### src/hw/pocp_regs.vh
`ifndef POCP_REGS_VH
`define POCP_REGS_VH

// clock and timebase
`define POCP_CLK_PERIOD_NS 10
`define POCP_TICK_PERIOD_NS 10000
`define POCP_TICK_CYCLES (`POCP_TICK_PERIOD_NS / `POCP_CLK_PERIOD_NS)
`define POCP_TICK_US (`POCP_TICK_PERIOD_NS / 1000)

// register offsets
`define POCP_ADDR_DIS_CFG 8'h00
`define POCP_ADDR_CHG_CFG 8'h01
`define POCP_ADDR_FET_CTRL 8'h02
`define POCP_ADDR_STATUS 8'h03
`define POCP_ADDR_CLEAR 8'h04
`define POCP_ADDR_IRQ_EN 8'h05

// reset values
`define POCP_CFG_RESET 8'h00
`define POCP_FET_RESET 2'h0
`define POCP_STAT_RESET 5'h00

// writable bits of the configuration registers
`define POCP_DIS_CFG_MASK 8'h6F
`define POCP_CHG_CFG_MASK 8'h7F

// discharge configuration fields
`define POCP_DIS_OC_THR_HI 6
`define POCP_DIS_OC_THR_LO 5
`define POCP_SHORT_THR_HI 3
`define POCP_SHORT_THR_LO 2
`define POCP_DIS_OC_TMO_HI 1
`define POCP_DIS_OC_TMO_LO 0

// charge configuration fields
`define POCP_CHG_OC_THR_HI 6
`define POCP_CHG_OC_THR_LO 5
`define POCP_SHORT_LONG_BIT 4
`define POCP_CHG_DIV_BIT 3
`define POCP_DIS_DIV_BIT 2
`define POCP_CHG_OC_TMO_HI 1
`define POCP_CHG_OC_TMO_LO 0

// fet control fields
`define POCP_FET_CHG_BIT 0
`define POCP_FET_DIS_BIT 1

// status, clear and enable fields
`define POCP_ST_DIS_OC 0
`define POCP_ST_CHG_OC 1
`define POCP_ST_SHORT 2
`define POCP_ST_INT_TEMP 3
`define POCP_ST_EXT_TEMP 4
`define POCP_ST_WIDTH 5

// delays
`define POCP_DIS_OC_BASE_MS 160
`define POCP_CHG_OC_BASE_MS 80
`define POCP_SHORT_SHORT_US 190
`define POCP_SHORT_LONG_MS 10
`define POCP_DIS_DIV_SHIFT 6
`define POCP_CHG_DIV_SHIFT 5
`define POCP_DIS_OC_BASE_TICKS ((`POCP_DIS_OC_BASE_MS * 1000) / `POCP_TICK_US)
`define POCP_CHG_OC_BASE_TICKS ((`POCP_CHG_OC_BASE_MS * 1000) / `POCP_TICK_US)
`define POCP_SHORT_SHORT_TICKS ((`POCP_SHORT_SHORT_US + `POCP_TICK_US - 1) / `POCP_TICK_US)
`define POCP_SHORT_LONG_TICKS ((`POCP_SHORT_LONG_MS * 1000) / `POCP_TICK_US)
`define POCP_DLY_WIDTH 18

`endif

### src/hw/pocp_timebase.v
`timescale 1ns/1ps
// free-running tick, one cycle high every CYCLES clocks
module pocp_timebase #(
  parameter CYCLES = 1000
) (
  input wire i_core_clk, // core clock
  input wire i_rst_n, // synchronous reset, active low
  output reg o_tick // one-cycle timebase pulse
);
  reg [15:0] count;

  // count up and emit a tick at wrap
  always @(posedge i_core_clk) begin
    if (!i_rst_n) begin
      count <= 16'h0000;
      o_tick <= 1'b0;
    end else if (count == CYCLES[15:0] - 16'h0001) begin
      count <= 16'h0000;
      o_tick <= 1'b1;
    end else begin
      count <= count + 16'h0001;
      o_tick <= 1'b0;
    end
  end
endmodule

### src/hw/pocp_qualify.v
`timescale 1ns/1ps
`include "pocp_regs.vh"
// persistence check: fires once the input has stood longer than the limit
module pocp_qualify #(
  parameter W = `POCP_DLY_WIDTH
) (
  input wire i_core_clk, // core clock
  input wire i_rst_n, // synchronous reset, active low
  input wire i_tick, // timebase pulse
  input wire i_cmp, // comparator output, high above threshold
  input wire [W-1:0] i_limit, // delay in ticks
  output reg o_fire // level, high while qualified
);
  reg [W-1:0] count;

  // count ticks while above threshold, restart when it drops
  always @(posedge i_core_clk) begin
    if (!i_rst_n) begin
      count <= {W{1'b0}};
      o_fire <= 1'b0;
    end else if (!i_cmp) begin
      count <= {W{1'b0}};
      o_fire <= 1'b0;
    end else begin
      if (i_tick && count <= i_limit) begin
        count <= count + {{(W-1){1'b0}}, 1'b1};
      end
      o_fire <= (count > i_limit);
    end
  end
endmodule

### src/hw/pocp_top.v
`timescale 1ns/1ps
`include "pocp_regs.vh"
// Functional notes
// - power failure resets every register, fets off
// - responds to faults without host help
// - current fault only after threshold exceeded past delay
// - any current fault turns both fets off
// - all registers power up at zero
// - discharge overcurrent threshold from discharge bits 6:5
// - short threshold from discharge bits 3:2
// - charge overcurrent threshold from charge bits 6:5
// - discharge timeout from discharge bits 1:0
// - discharge divider bit divides timeout by 64
// - charge timeout from charge bits 1:0
// - charge divider bit divides timeout by 32
// - short long-delay bit picks 190us or 10ms
// - confirmed fault sets its status flag
// - protection clears both fet control bits
// - discharge fet off by protection or host
module pocp_top #(
  parameter TICK_CYCLES = `POCP_TICK_CYCLES,
  parameter AW = 8,
  parameter DW = 8
) (
  input wire i_core_clk, // core clock, 100 MHz
  input wire i_rst_n, // synchronous reset, active low
  input wire i_power_fail, // supply below power-on level
  input wire [AW-1:0] i_addr, // register address
  input wire [DW-1:0] i_wr_data, // register write data
  input wire i_wr_en, // write strobe
  input wire i_rd_en, // read strobe
  output reg [DW-1:0] o_rd_data, // read data, cycle after strobe
  input wire i_dis_oc_cmp, // discharge overcurrent comparator
  input wire i_short_cmp, // discharge short comparator
  input wire i_chg_oc_cmp, // charge overcurrent comparator
  input wire i_int_over_temp, // internal over-temperature
  input wire i_ext_over_temp, // external over-temperature
  output reg [1:0] o_dis_oc_threshold, // discharge oc level select
  output reg [1:0] o_short_threshold, // short level select
  output reg [1:0] o_chg_oc_threshold, // charge oc level select
  output reg o_charge_fet_gate, // charge fet gate on
  output reg o_discharge_fet_gate, // discharge fet gate on
  output reg o_irq // level interrupt
);
  // registers
  reg [DW-1:0] discharge_protection_config;
  reg [DW-1:0] charge_protection_config;
  reg charge_fet_control;
  reg discharge_fet_control;
  reg [`POCP_ST_WIDTH-1:0] status;
  reg [`POCP_ST_WIDTH-1:0] irq_enable;
  reg [`POCP_ST_WIDTH-1:0] next_status;
  reg [DW-1:0] next_rd_data;
  reg [`POCP_DLY_WIDTH-1:0] dis_oc_limit;
  reg [`POCP_DLY_WIDTH-1:0] chg_oc_limit;
  reg [`POCP_DLY_WIDTH-1:0] short_limit;
  reg next_chg_fet;
  reg next_dis_fet;

  wire tick;
  wire dis_oc_fire;
  wire chg_oc_fire;
  wire short_fire;
  wire live_n;
  wire current_fault;
  wire temp_fault;
  wire any_fault;
  wire wr_dis_cfg;
  wire wr_chg_cfg;
  wire wr_fet;
  wire wr_clear;
  wire wr_irq_en;
  wire [1:0] dis_oc_tmo;
  wire [1:0] chg_oc_tmo;
  wire dis_div;
  wire chg_div;
  wire short_long;
  wire [`POCP_ST_WIDTH-1:0] fault_events;

  // combined reset: pin or power failure
  assign live_n = i_rst_n & ~i_power_fail;

  // write decode
  assign wr_dis_cfg = i_wr_en && (i_addr == `POCP_ADDR_DIS_CFG);
  assign wr_chg_cfg = i_wr_en && (i_addr == `POCP_ADDR_CHG_CFG);
  assign wr_fet = i_wr_en && (i_addr == `POCP_ADDR_FET_CTRL);
  assign wr_clear = i_wr_en && (i_addr == `POCP_ADDR_CLEAR);
  assign wr_irq_en = i_wr_en && (i_addr == `POCP_ADDR_IRQ_EN);

  // configuration fields
  assign dis_oc_tmo = discharge_protection_config[`POCP_DIS_OC_TMO_HI:
                                                  `POCP_DIS_OC_TMO_LO];
  assign chg_oc_tmo = charge_protection_config[`POCP_CHG_OC_TMO_HI:
                                               `POCP_CHG_OC_TMO_LO];
  assign dis_div = charge_protection_config[`POCP_DIS_DIV_BIT];
  assign chg_div = charge_protection_config[`POCP_CHG_DIV_BIT];
  assign short_long = charge_protection_config[`POCP_SHORT_LONG_BIT];

  // fixed timebase for all delay counters
  pocp_timebase #(
    .CYCLES(TICK_CYCLES)
  ) u_timebase (
    .i_core_clk(i_core_clk),
    .i_rst_n(live_n),
    .o_tick(tick)
  );

  // discharge overcurrent timeout: base doubled per code, optional /64
  always @* begin
    dis_oc_limit = `POCP_DIS_OC_BASE_TICKS;
    dis_oc_limit = dis_oc_limit << dis_oc_tmo;
    if (dis_div) begin
      dis_oc_limit = dis_oc_limit >> `POCP_DIS_DIV_SHIFT;
    end
  end

  // charge overcurrent timeout: base doubled per code, optional /32
  always @* begin
    chg_oc_limit = `POCP_CHG_OC_BASE_TICKS;
    chg_oc_limit = chg_oc_limit << chg_oc_tmo;
    if (chg_div) begin
      chg_oc_limit = chg_oc_limit >> `POCP_CHG_DIV_SHIFT;
    end
  end

  // short-circuit persistence select
  always @* begin
    if (short_long) begin
      short_limit = `POCP_SHORT_LONG_TICKS;
    end else begin
      short_limit = `POCP_SHORT_SHORT_TICKS;
    end
  end

  // discharge overcurrent qualifier
  pocp_qualify #(
    .W(`POCP_DLY_WIDTH)
  ) u_dis_oc (
    .i_core_clk(i_core_clk),
    .i_rst_n(live_n),
    .i_tick(tick),
    .i_cmp(i_dis_oc_cmp),
    .i_limit(dis_oc_limit),
    .o_fire(dis_oc_fire)
  );

  // charge overcurrent qualifier
  pocp_qualify #(
    .W(`POCP_DLY_WIDTH)
  ) u_chg_oc (
    .i_core_clk(i_core_clk),
    .i_rst_n(live_n),
    .i_tick(tick),
    .i_cmp(i_chg_oc_cmp),
    .i_limit(chg_oc_limit),
    .o_fire(chg_oc_fire)
  );

  // discharge short-circuit qualifier
  pocp_qualify #(
    .W(`POCP_DLY_WIDTH)
  ) u_short (
    .i_core_clk(i_core_clk),
    .i_rst_n(live_n),
    .i_tick(tick),
    .i_cmp(i_short_cmp),
    .i_limit(short_limit),
    .o_fire(short_fire)
  );

  // fault summary; temperature faults act at once
  assign current_fault = dis_oc_fire | chg_oc_fire | short_fire;
  assign temp_fault = i_int_over_temp | i_ext_over_temp;
  assign any_fault = current_fault | temp_fault;

  // event vector in status layout
  assign fault_events = {i_ext_over_temp, i_int_over_temp, short_fire,
                         chg_oc_fire, dis_oc_fire};

  // configuration registers, reserved bits held at zero
  always @(posedge i_core_clk) begin
    if (!live_n) begin
      discharge_protection_config <= `POCP_CFG_RESET;
      charge_protection_config <= `POCP_CFG_RESET;
    end else begin
      if (wr_dis_cfg) begin
        discharge_protection_config <= i_wr_data & `POCP_DIS_CFG_MASK;
      end
      if (wr_chg_cfg) begin
        charge_protection_config <= i_wr_data & `POCP_CHG_CFG_MASK;
      end
    end
  end

  // fet control next values; protection beats a host write
  always @* begin
    next_chg_fet = charge_fet_control;
    next_dis_fet = discharge_fet_control;
    if (wr_fet) begin
      next_chg_fet = i_wr_data[`POCP_FET_CHG_BIT];
      next_dis_fet = i_wr_data[`POCP_FET_DIS_BIT];
    end
    if (any_fault) begin
      next_chg_fet = 1'b0;
      next_dis_fet = 1'b0;
    end
  end

  // fet control bits and gate drive
  always @(posedge i_core_clk) begin
    if (!live_n) begin
      charge_fet_control <= 1'b0;
      discharge_fet_control <= 1'b0;
      o_charge_fet_gate <= 1'b0;
      o_discharge_fet_gate <= 1'b0;
    end else begin
      charge_fet_control <= next_chg_fet;
      discharge_fet_control <= next_dis_fet;
      o_charge_fet_gate <= next_chg_fet;
      o_discharge_fet_gate <= next_dis_fet;
    end
  end

  // sticky status: set wins over a clear in the same cycle
  always @* begin
    next_status = status;
    if (wr_clear) begin
      next_status = status & ~i_wr_data[`POCP_ST_WIDTH-1:0];
    end
    next_status = next_status | fault_events;
  end

  // status and interrupt enable registers
  always @(posedge i_core_clk) begin
    if (!live_n) begin
      status <= `POCP_STAT_RESET;
      irq_enable <= `POCP_STAT_RESET;
      o_irq <= 1'b0;
    end else begin
      status <= next_status;
      if (wr_irq_en) begin
        irq_enable <= i_wr_data[`POCP_ST_WIDTH-1:0];
      end
      o_irq <= |(next_status & irq_enable);
    end
  end

  // threshold selects sent to the comparators
  always @(posedge i_core_clk) begin
    if (!live_n) begin
      o_dis_oc_threshold <= 2'h0;
      o_short_threshold <= 2'h0;
      o_chg_oc_threshold <= 2'h0;
    end else begin
      o_dis_oc_threshold <= discharge_protection_config[
        `POCP_DIS_OC_THR_HI:`POCP_DIS_OC_THR_LO];
      o_short_threshold <= discharge_protection_config[
        `POCP_SHORT_THR_HI:`POCP_SHORT_THR_LO];
      o_chg_oc_threshold <= charge_protection_config[
        `POCP_CHG_OC_THR_HI:`POCP_CHG_OC_THR_LO];
    end
  end

  // read mux; write-only and unmapped addresses read zero
  always @* begin
    next_rd_data = {DW{1'b0}};
    case (i_addr)
      `POCP_ADDR_DIS_CFG: begin
        next_rd_data = discharge_protection_config;
      end
      `POCP_ADDR_CHG_CFG: begin
        next_rd_data = charge_protection_config;
      end
      `POCP_ADDR_FET_CTRL: begin
        next_rd_data[`POCP_FET_CHG_BIT] = charge_fet_control;
        next_rd_data[`POCP_FET_DIS_BIT] = discharge_fet_control;
      end
      `POCP_ADDR_STATUS: begin
        next_rd_data[`POCP_ST_WIDTH-1:0] = status;
      end
      `POCP_ADDR_IRQ_EN: begin
        next_rd_data[`POCP_ST_WIDTH-1:0] = irq_enable;
      end
      default: begin
        next_rd_data = {DW{1'b0}};
      end
    endcase
  end

  // read data stands one cycle after the strobe only
  always @(posedge i_core_clk) begin
    if (!live_n) begin
      o_rd_data <= {DW{1'b0}};
    end else if (i_rd_en) begin
      o_rd_data <= next_rd_data;
    end else begin
      o_rd_data <= {DW{1'b0}};
    end
  end
endmodule

### config.mk
export PLATFORM = sky130hd
export DESIGN_NAME = pocp_top
export DESIGN_NICKNAME = d
export VERILOG_FILES = /design/src/hw/pocp_timebase.v /design/src/hw/pocp_qualify.v /design/src/hw/pocp_top.v
export VERILOG_INCLUDE_DIRS = /design/src /design/src/hw
export SDC_FILE = /design/constraint.sdc
export NUM_CORES = 1
export LEC_CHECK = 0
export BUFFER_PORTS_ARGS = -buffer_cell sky130_fd_sc_hd__clkbuf_2
export CORE_UTILIZATION = 57
export CTS_BUF_LIST = sky130_fd_sc_hd__clkbuf_8
export CTS_CLUSTER_SIZE = 16
export DETAILED_ROUTE_END_ITERATION = 8
export PLACE_DENSITY = 0.79
export SYNTH_ARGS = -nofsm -noshare
export SYNTH_HDL_FRONTEND = slang
export SYNTH_SLANG_ARGS = --single-unit
export TNS_END_PERCENT = 10
### constraint.sdc
create_clock -name i_core_clk -period 2.75 [get_ports i_core_clk]
set_input_delay 0.55 -clock i_core_clk [delete_from_list [all_inputs] [get_ports i_core_clk]]
set_output_delay 0.55 -clock i_core_clk [all_outputs]
set_load 0.03 [all_outputs]
Word-level counts from Yosys, hierarchy flattened
Index checks and enable logic that the tools add are counted.
{ "word_totals": {"reg_bits": 114, "in_bits": 26, "elab_cells": 72, "output_inout_bits": 17} }
{ "classes": {"n_shift": 2, "add_sub_neg": 4, "n_eq_ne": 6, "n_mux": 8, "n_reduce_logical": 16, "order_cmp": 6, "n_bitwise": 11} }
{ "ops": {"columns": ["cell", "n"], "rows": [
  ["$add A18 B1 Y18 const B", 3],
  ["$gt A18 B18 Y1", 2],
  ["$le A18 B18 Y1", 2],
  ["$mux W18", 2],
  ["$gt A18 B10 Y1", 1],
  ["$le A18 B10 Y1", 1],
  ["$shl A13 B2 Y18 const A", 1],
  ["$shl A14 B2 Y18 const A", 1],
  ["$add A16 B1 Y16 const B", 1],
  ["$eq A16 B10 Y1 const B", 1],
  ["$eq A8 B2 Y1 const B", 2],
  ["$eq A8 B3 Y1 const B", 2],
  ["$pmux W3 S4", 1],
  ["$and A5 B5 Y5", 2],
  ["$mux W10", 1],
  ["$pmux W2 S5", 1],
  ["$eq A8 B1 Y1 const B", 1],
  ["$logic_and A1 B1 Y1", 8],
  ["$logic_not A8 Y1", 1],
  ["$reduce_and A2 Y1", 4],
  ["$mux W5", 1],
  ["$not A5 Y5", 1],
  ["$or A5 B5 Y5", 1],
  ["$reduce_or A5 Y1", 1],
  ["other kinds (6)", 11]
]} }

Depth between registers and ports, before layout
{ "depth": {"ltp_word": 6, "ltp_mapped": 13, "mapped_depth_nobuf": 10} }

Cells and area by module
From an unflattened synthesis, not the netlist that was laid out.
{ "hier_totals": {"cells_unflattened": 832, "hier_area_um2": 6856.6} }
{ "by_module_without_submodules": {"columns": ["mod", "area_each_um2", "cells_per_inst", "instances", "seq_area_each_um2"], "rows": [
  ["pocp_qualify", 1380.1, 172, 3, 380.4],
  ["pocp_top", 1955.6, 232, 1, 780.7],
  ["pocp_timebase", 760.7, 84, 1, 340.3]
]} }

Least setup slack after synthesis
Ideal clock, no wire load.
{ "synth_timing": {"path_kind": "register to register", "from": "register charge_protection_config[0]", "to": "register u_chg_oc.count[9]", "n_path_buf": 1, "stages_incl_launch_ff": 12, "slack_ns": -0.041, "period_less_slack_ns": 2.791, "setup_time_ns": 0.074, "arrival_ns": 2.717, "required_time_ns": 2.676, "cell_sequence": "dfxtp_1 -> clkbuf_1 -> nor2_1 -> or2_2 -> inv_1 -> ha_1 -> nand4_1 -> nor3_1 -> a2111oi_2 -> o2111ai_1 -> or4b_2 -> o21ai_0"} }
{ "synth_between": {"elab_chain_cells": 4} }
{ "synth_lines": {"columns": ["element", "line", "source"], "rows": [
  ["from (decl)", "pocp_top.v:47", "reg [DW-1:0] charge_protection_config;"],
  ["from (signal assigned)", "pocp_top.v:184", "charge_protection_config <= `POCP_CFG_RESET;"],
  ["from (signal assigned)", "pocp_top.v:190", "charge_protection_config <= i_wr_data & `POCP_CHG_CFG_MASK;"],
  ["$shl A13 B2 Y18", "pocp_top.v:120", "chg_oc_limit = chg_oc_limit << chg_oc_tmo;"],
  ["$mux W18", "pocp_top.v:121", "if (chg_div) begin"],
  ["$le A18 B18 Y1", "pocp_qualify.v:25", "if (i_tick && count <= i_limit) begin"],
  ["$logic_and A1 B1 Y1", "pocp_qualify.v:25", null],
  ["to (signal assigned)", "pocp_qualify.v:19", "count <= {W{1'b0}};"],
  ["to (signal assigned)", "pocp_qualify.v:22", "count <= {W{1'b0}};"],
  ["to (signal assigned)", "pocp_qualify.v:26", "count <= count + {{(W-1){1'b0}}, 1'b1};"],
  ["to (decl)", "pocp_qualify.v:14", "reg [W-1:0] count;"]
]} }
No other way between the ends.
A chain may end at the register's enable or synchronous reset.

Final worst setup path
{ "layout_timing": {"from": "register charge_protection_config[2]", "to": "register u_dis_oc.count[9]"} }
{ "layout_between": {"elab_chain_cells": 3} }
{ "layout_lines": {"columns": ["element", "line", "source"], "rows": [
  ["$mux W18", "pocp_top.v:112", "if (dis_div) begin"],
  ["$le A18 B18 Y1", "pocp_qualify.v:25", null],
  ["$logic_and A1 B1 Y1", "pocp_qualify.v:25", null],
  ["to (signal assigned)", "pocp_qualify.v:19", null],
  ["to (signal assigned)", "pocp_qualify.v:22", null],
  ["to (signal assigned)", "pocp_qualify.v:26", null],
  ["to (decl)", "pocp_qualify.v:14", null]
]} }
No other way between the ends.

==> impl_metrics.yaml <==
run_status:
  outcome: "complete, no violations"
final_layout:
  syn2layout_area_growth_pct: 17.60
  fillerInstances: 811
  drive_gt1_share_pct: 17.93
  diodes: 0
  seq_area_mm2: 0.002277
  layout.core_utilization_pct: 68.83
  multi_input_area_mm2: 0.003640
  fin_nets: 838
  layout.cells.non_filler: 917
power_and_ir_drop:
  vdd_drop_max_mv: 0.4802
  leakagePower_uw: 0.002845
  p_total_uw: 3521
  powerDensity_mw_per_mm2: 497.7
sta:
  fmax_mhz: 372.6
  worstMarginPinSlew_ns: 1.011
  fin_crit_sh_pct: 97.60
  fin_tns_setup_ns: 0
  setup_violations: 0
  period_needed_ns: 2.684
  slew-limit-headroom_pct: 32.60
  whs_ns: 0.3617
  hold_viol: 0
  slew_violations: 0
  clock_skew_ns: 0.01250
yosys:
  yosysMostFrequentCell: "dfxtp_1"
  synth_area_leaders: "dfxtp_1, ha_1, nand2_1"
  async_reset_ff_share_pct: 0
  yosysSeqAreaShare_pct: 37.60
  postSynthAreaPerCell_um2: 8.521
  synth_cells: 706
  synth_fa_ha_area_share_pct: 9.151
  synth_edf_count: 0
  yosysTopAreaCell: "dfxtp_1"
  synth_seq_cells: 113
  synth_common_cells: "dfxtp_1, nand2_1, nor2_1"
  synth_flop_cell: "dfxtp_1"
  synth_nets: 776
  synth_top_area_share_pct: 37.60
  synth_compound_area_share_pct: 15.58
  synth_top_family_by_area: "simple AND/OR/NAND/NOR gates"
  synth_area_mm2: 0.006016
  muxShareOfSynthArea_pct: 4.742
  ys_warn_count: 0
  synthSimpleGateAreaFrac_pct: 27.85
  synth-xor-area-share_pct: 1.747
  synth_cell_types: 65
global_routing:
  grt_max_degree: 26
  grt_pass1_wl_mm: 22.65
  antenna_found_initial: 0
  grt_pass1_vias: 5134
  overflow: 0
  grt.total_usage_pct: 25.65
clocking:
  holdBufCountCts: 0
  cts.clk_slew.worst_paths_ns: 0.07
  clk_latency_ns: 0.44
  clockRootBuffer: "clkbuf_8"
  cts_sinks: 113
  numCtsBuffers: 17
  htree_levels: 4
  cts_buffer_depth: 2
  cts_tree: "done"
routing:
  dr.pass1.iters: 5
  drc: 0
  drt-vias-per-instance: 5.914
  first_iter_violations: 293
  num_vias: 5423
  wl_per_cell_um: 14.85
  routed_wl_mm: 13.62
  final_antenna_net_count: 0
placement:
  place_inst: 880
  gp_routability_congestion: 0.8749
  portBuffers: 40
  place_hpwl_mm: 9.756
critical_path:
  critPathRequiredTime_ns: 3.11
  crit_type: "reg2reg"
  critPathMaxFanout: 8
  arrival_ns: 3.05
  end_kind: "flop"
  start_kind: "flop"
floorplan:
  num_rows: 37
  initial_core_util_pct: 58.53
  core_mm2: 0.01028
  die_x_um: 104.7
  die_area_mm2: 0.01097
  boundaryPins: 43
  fp.dieH_um: 104.7
hold_path:
  hold_path.class: "in2reg"
run:
  maxCapViolations: 0
report_power, final:
part	total [uW]	internal (uW)	switching (uW)	leakage, uW
combinational	85.5	26.9	58.7	0.00169
sequential	1640	1640	2.16	0.000914
clock	1800	1140	657	0.000239
routing by layer:
metal | global-route usage [%] | share of wire, % | vias to the layer above
li1 | - | - | 2717
met1 | 29.89 | 45 | 2541
met2 | 44.51 | 49 | 148
met3 | 6.737 | 5.1 | 17
met4 | 10.56 | 0.98 | 0
met5 | 0 | 0 | -
registers in the layout, indices dropped and copies added, names as in the netlist:
name / count
u_dis_oc.o_fire: 1
discharge_protection_config: 6
u_chg_oc.count: 18
charge_protection_config: 7
u_dis_oc.count: 18
o_short_threshold: 2
o_rd_data: 7
o_dis_oc_threshold: 2
u_short.count: 18
u_timebase.o_tick: 1
u_short.o_fire: 1
irq_enable: 5
u_timebase.count: 16
charge_fet_control: 1
u_chg_oc.o_fire: 1
status: 5
o_chg_oc_threshold: 2
o_irq: 1
discharge_fet_control: 1
worst max-delay path, cell delays in order (launching register included):
cell      delay, ns
dfxtp_4        0.37
buf_4          0.15
nand2b_1       0.08
nand2_1        0.07
ha_1           0.27
nand4_1        0.17
nor4_4         0.37
and2_4         0.20
a41oi_2        0.06
buf_6          0.20
or4_4          0.51
a21oi_2        0.15
final timing paths:
check	endpoint	depth (start not counted)	start	slack, ns
setup / recovery	u_dis_oc.count[9]$_SDFFE_PN0P_	11	charge_protection_config[2]$_SDFFE_PN0P_	0.07
hold reg to reg	u_short.count[10]$_SDFFE_PN0P_	1	u_short.count[10]$_SDFFE_PN0P_	0.45
setup reg to reg	u_dis_oc.count[9]$_SDFFE_PN0P_	11	charge_protection_config[2]$_SDFFE_PN0P_	0.07
hold / removal	discharge_protection_config[6]$_SDFFE_PN0P_	3	i_wr_data[6]	0.36
layout by cell type (no fill, tap or decap), types with 19 or more instances in the layout:
master,synthesis,layout
a21oi_1,50,46
buf_4,1,30
nand3_1,38,38
ha_1,44,43
o21ai_0,22,22
nor2_1,65,65
clkbuf_8,0,20
clkbuf_2,0,40
nand2_1,82,82
mux2i_1,24,24
and3_1,22,22
inv_1,18,19
dfxtp_1,113,107
final cells by class:
| type | count | area share (%) |
|---|---|---|
| sequential | 113 | 32.19 |
| inverter | 18 | 0.9551 |
| clock buffer | 20 | 3.891 |
| timing repair buffer | 74 | 6.473 |
| clock inverter | 12 | 2.635 |
| tap | 136 | 2.405 |
| multi-input combinational | 544 | 51.45 |
what timing repair did:
action / in CTS / in global routing
resized for setup: 2 / 25
setup endpoints to repair: 5 / 25
setup buffers: 0 / 3
pin swaps: 0 / 10
cloned: 0 / 2
metrics by stage:
stage          instance area, um2  setup slack [ns]
3_3_place_gp                 6482           0.01619
6_report                     7074           0.06588
3_5_place_dp                 6482          -0.01565
2_1_floorplan                6016          -0.03980
4_1_cts                      6947           0.02518
5_1_grt                      7074          -0.07496
logic make-up after synthesis:
group	count (synthesis)
compound gates	139
mux	26
other cells	1
fa+ha+maj	44
flops	113
simple gates	322
xor+xnor	12
buf+inv	49
Power figures use the tool's default switching activity.
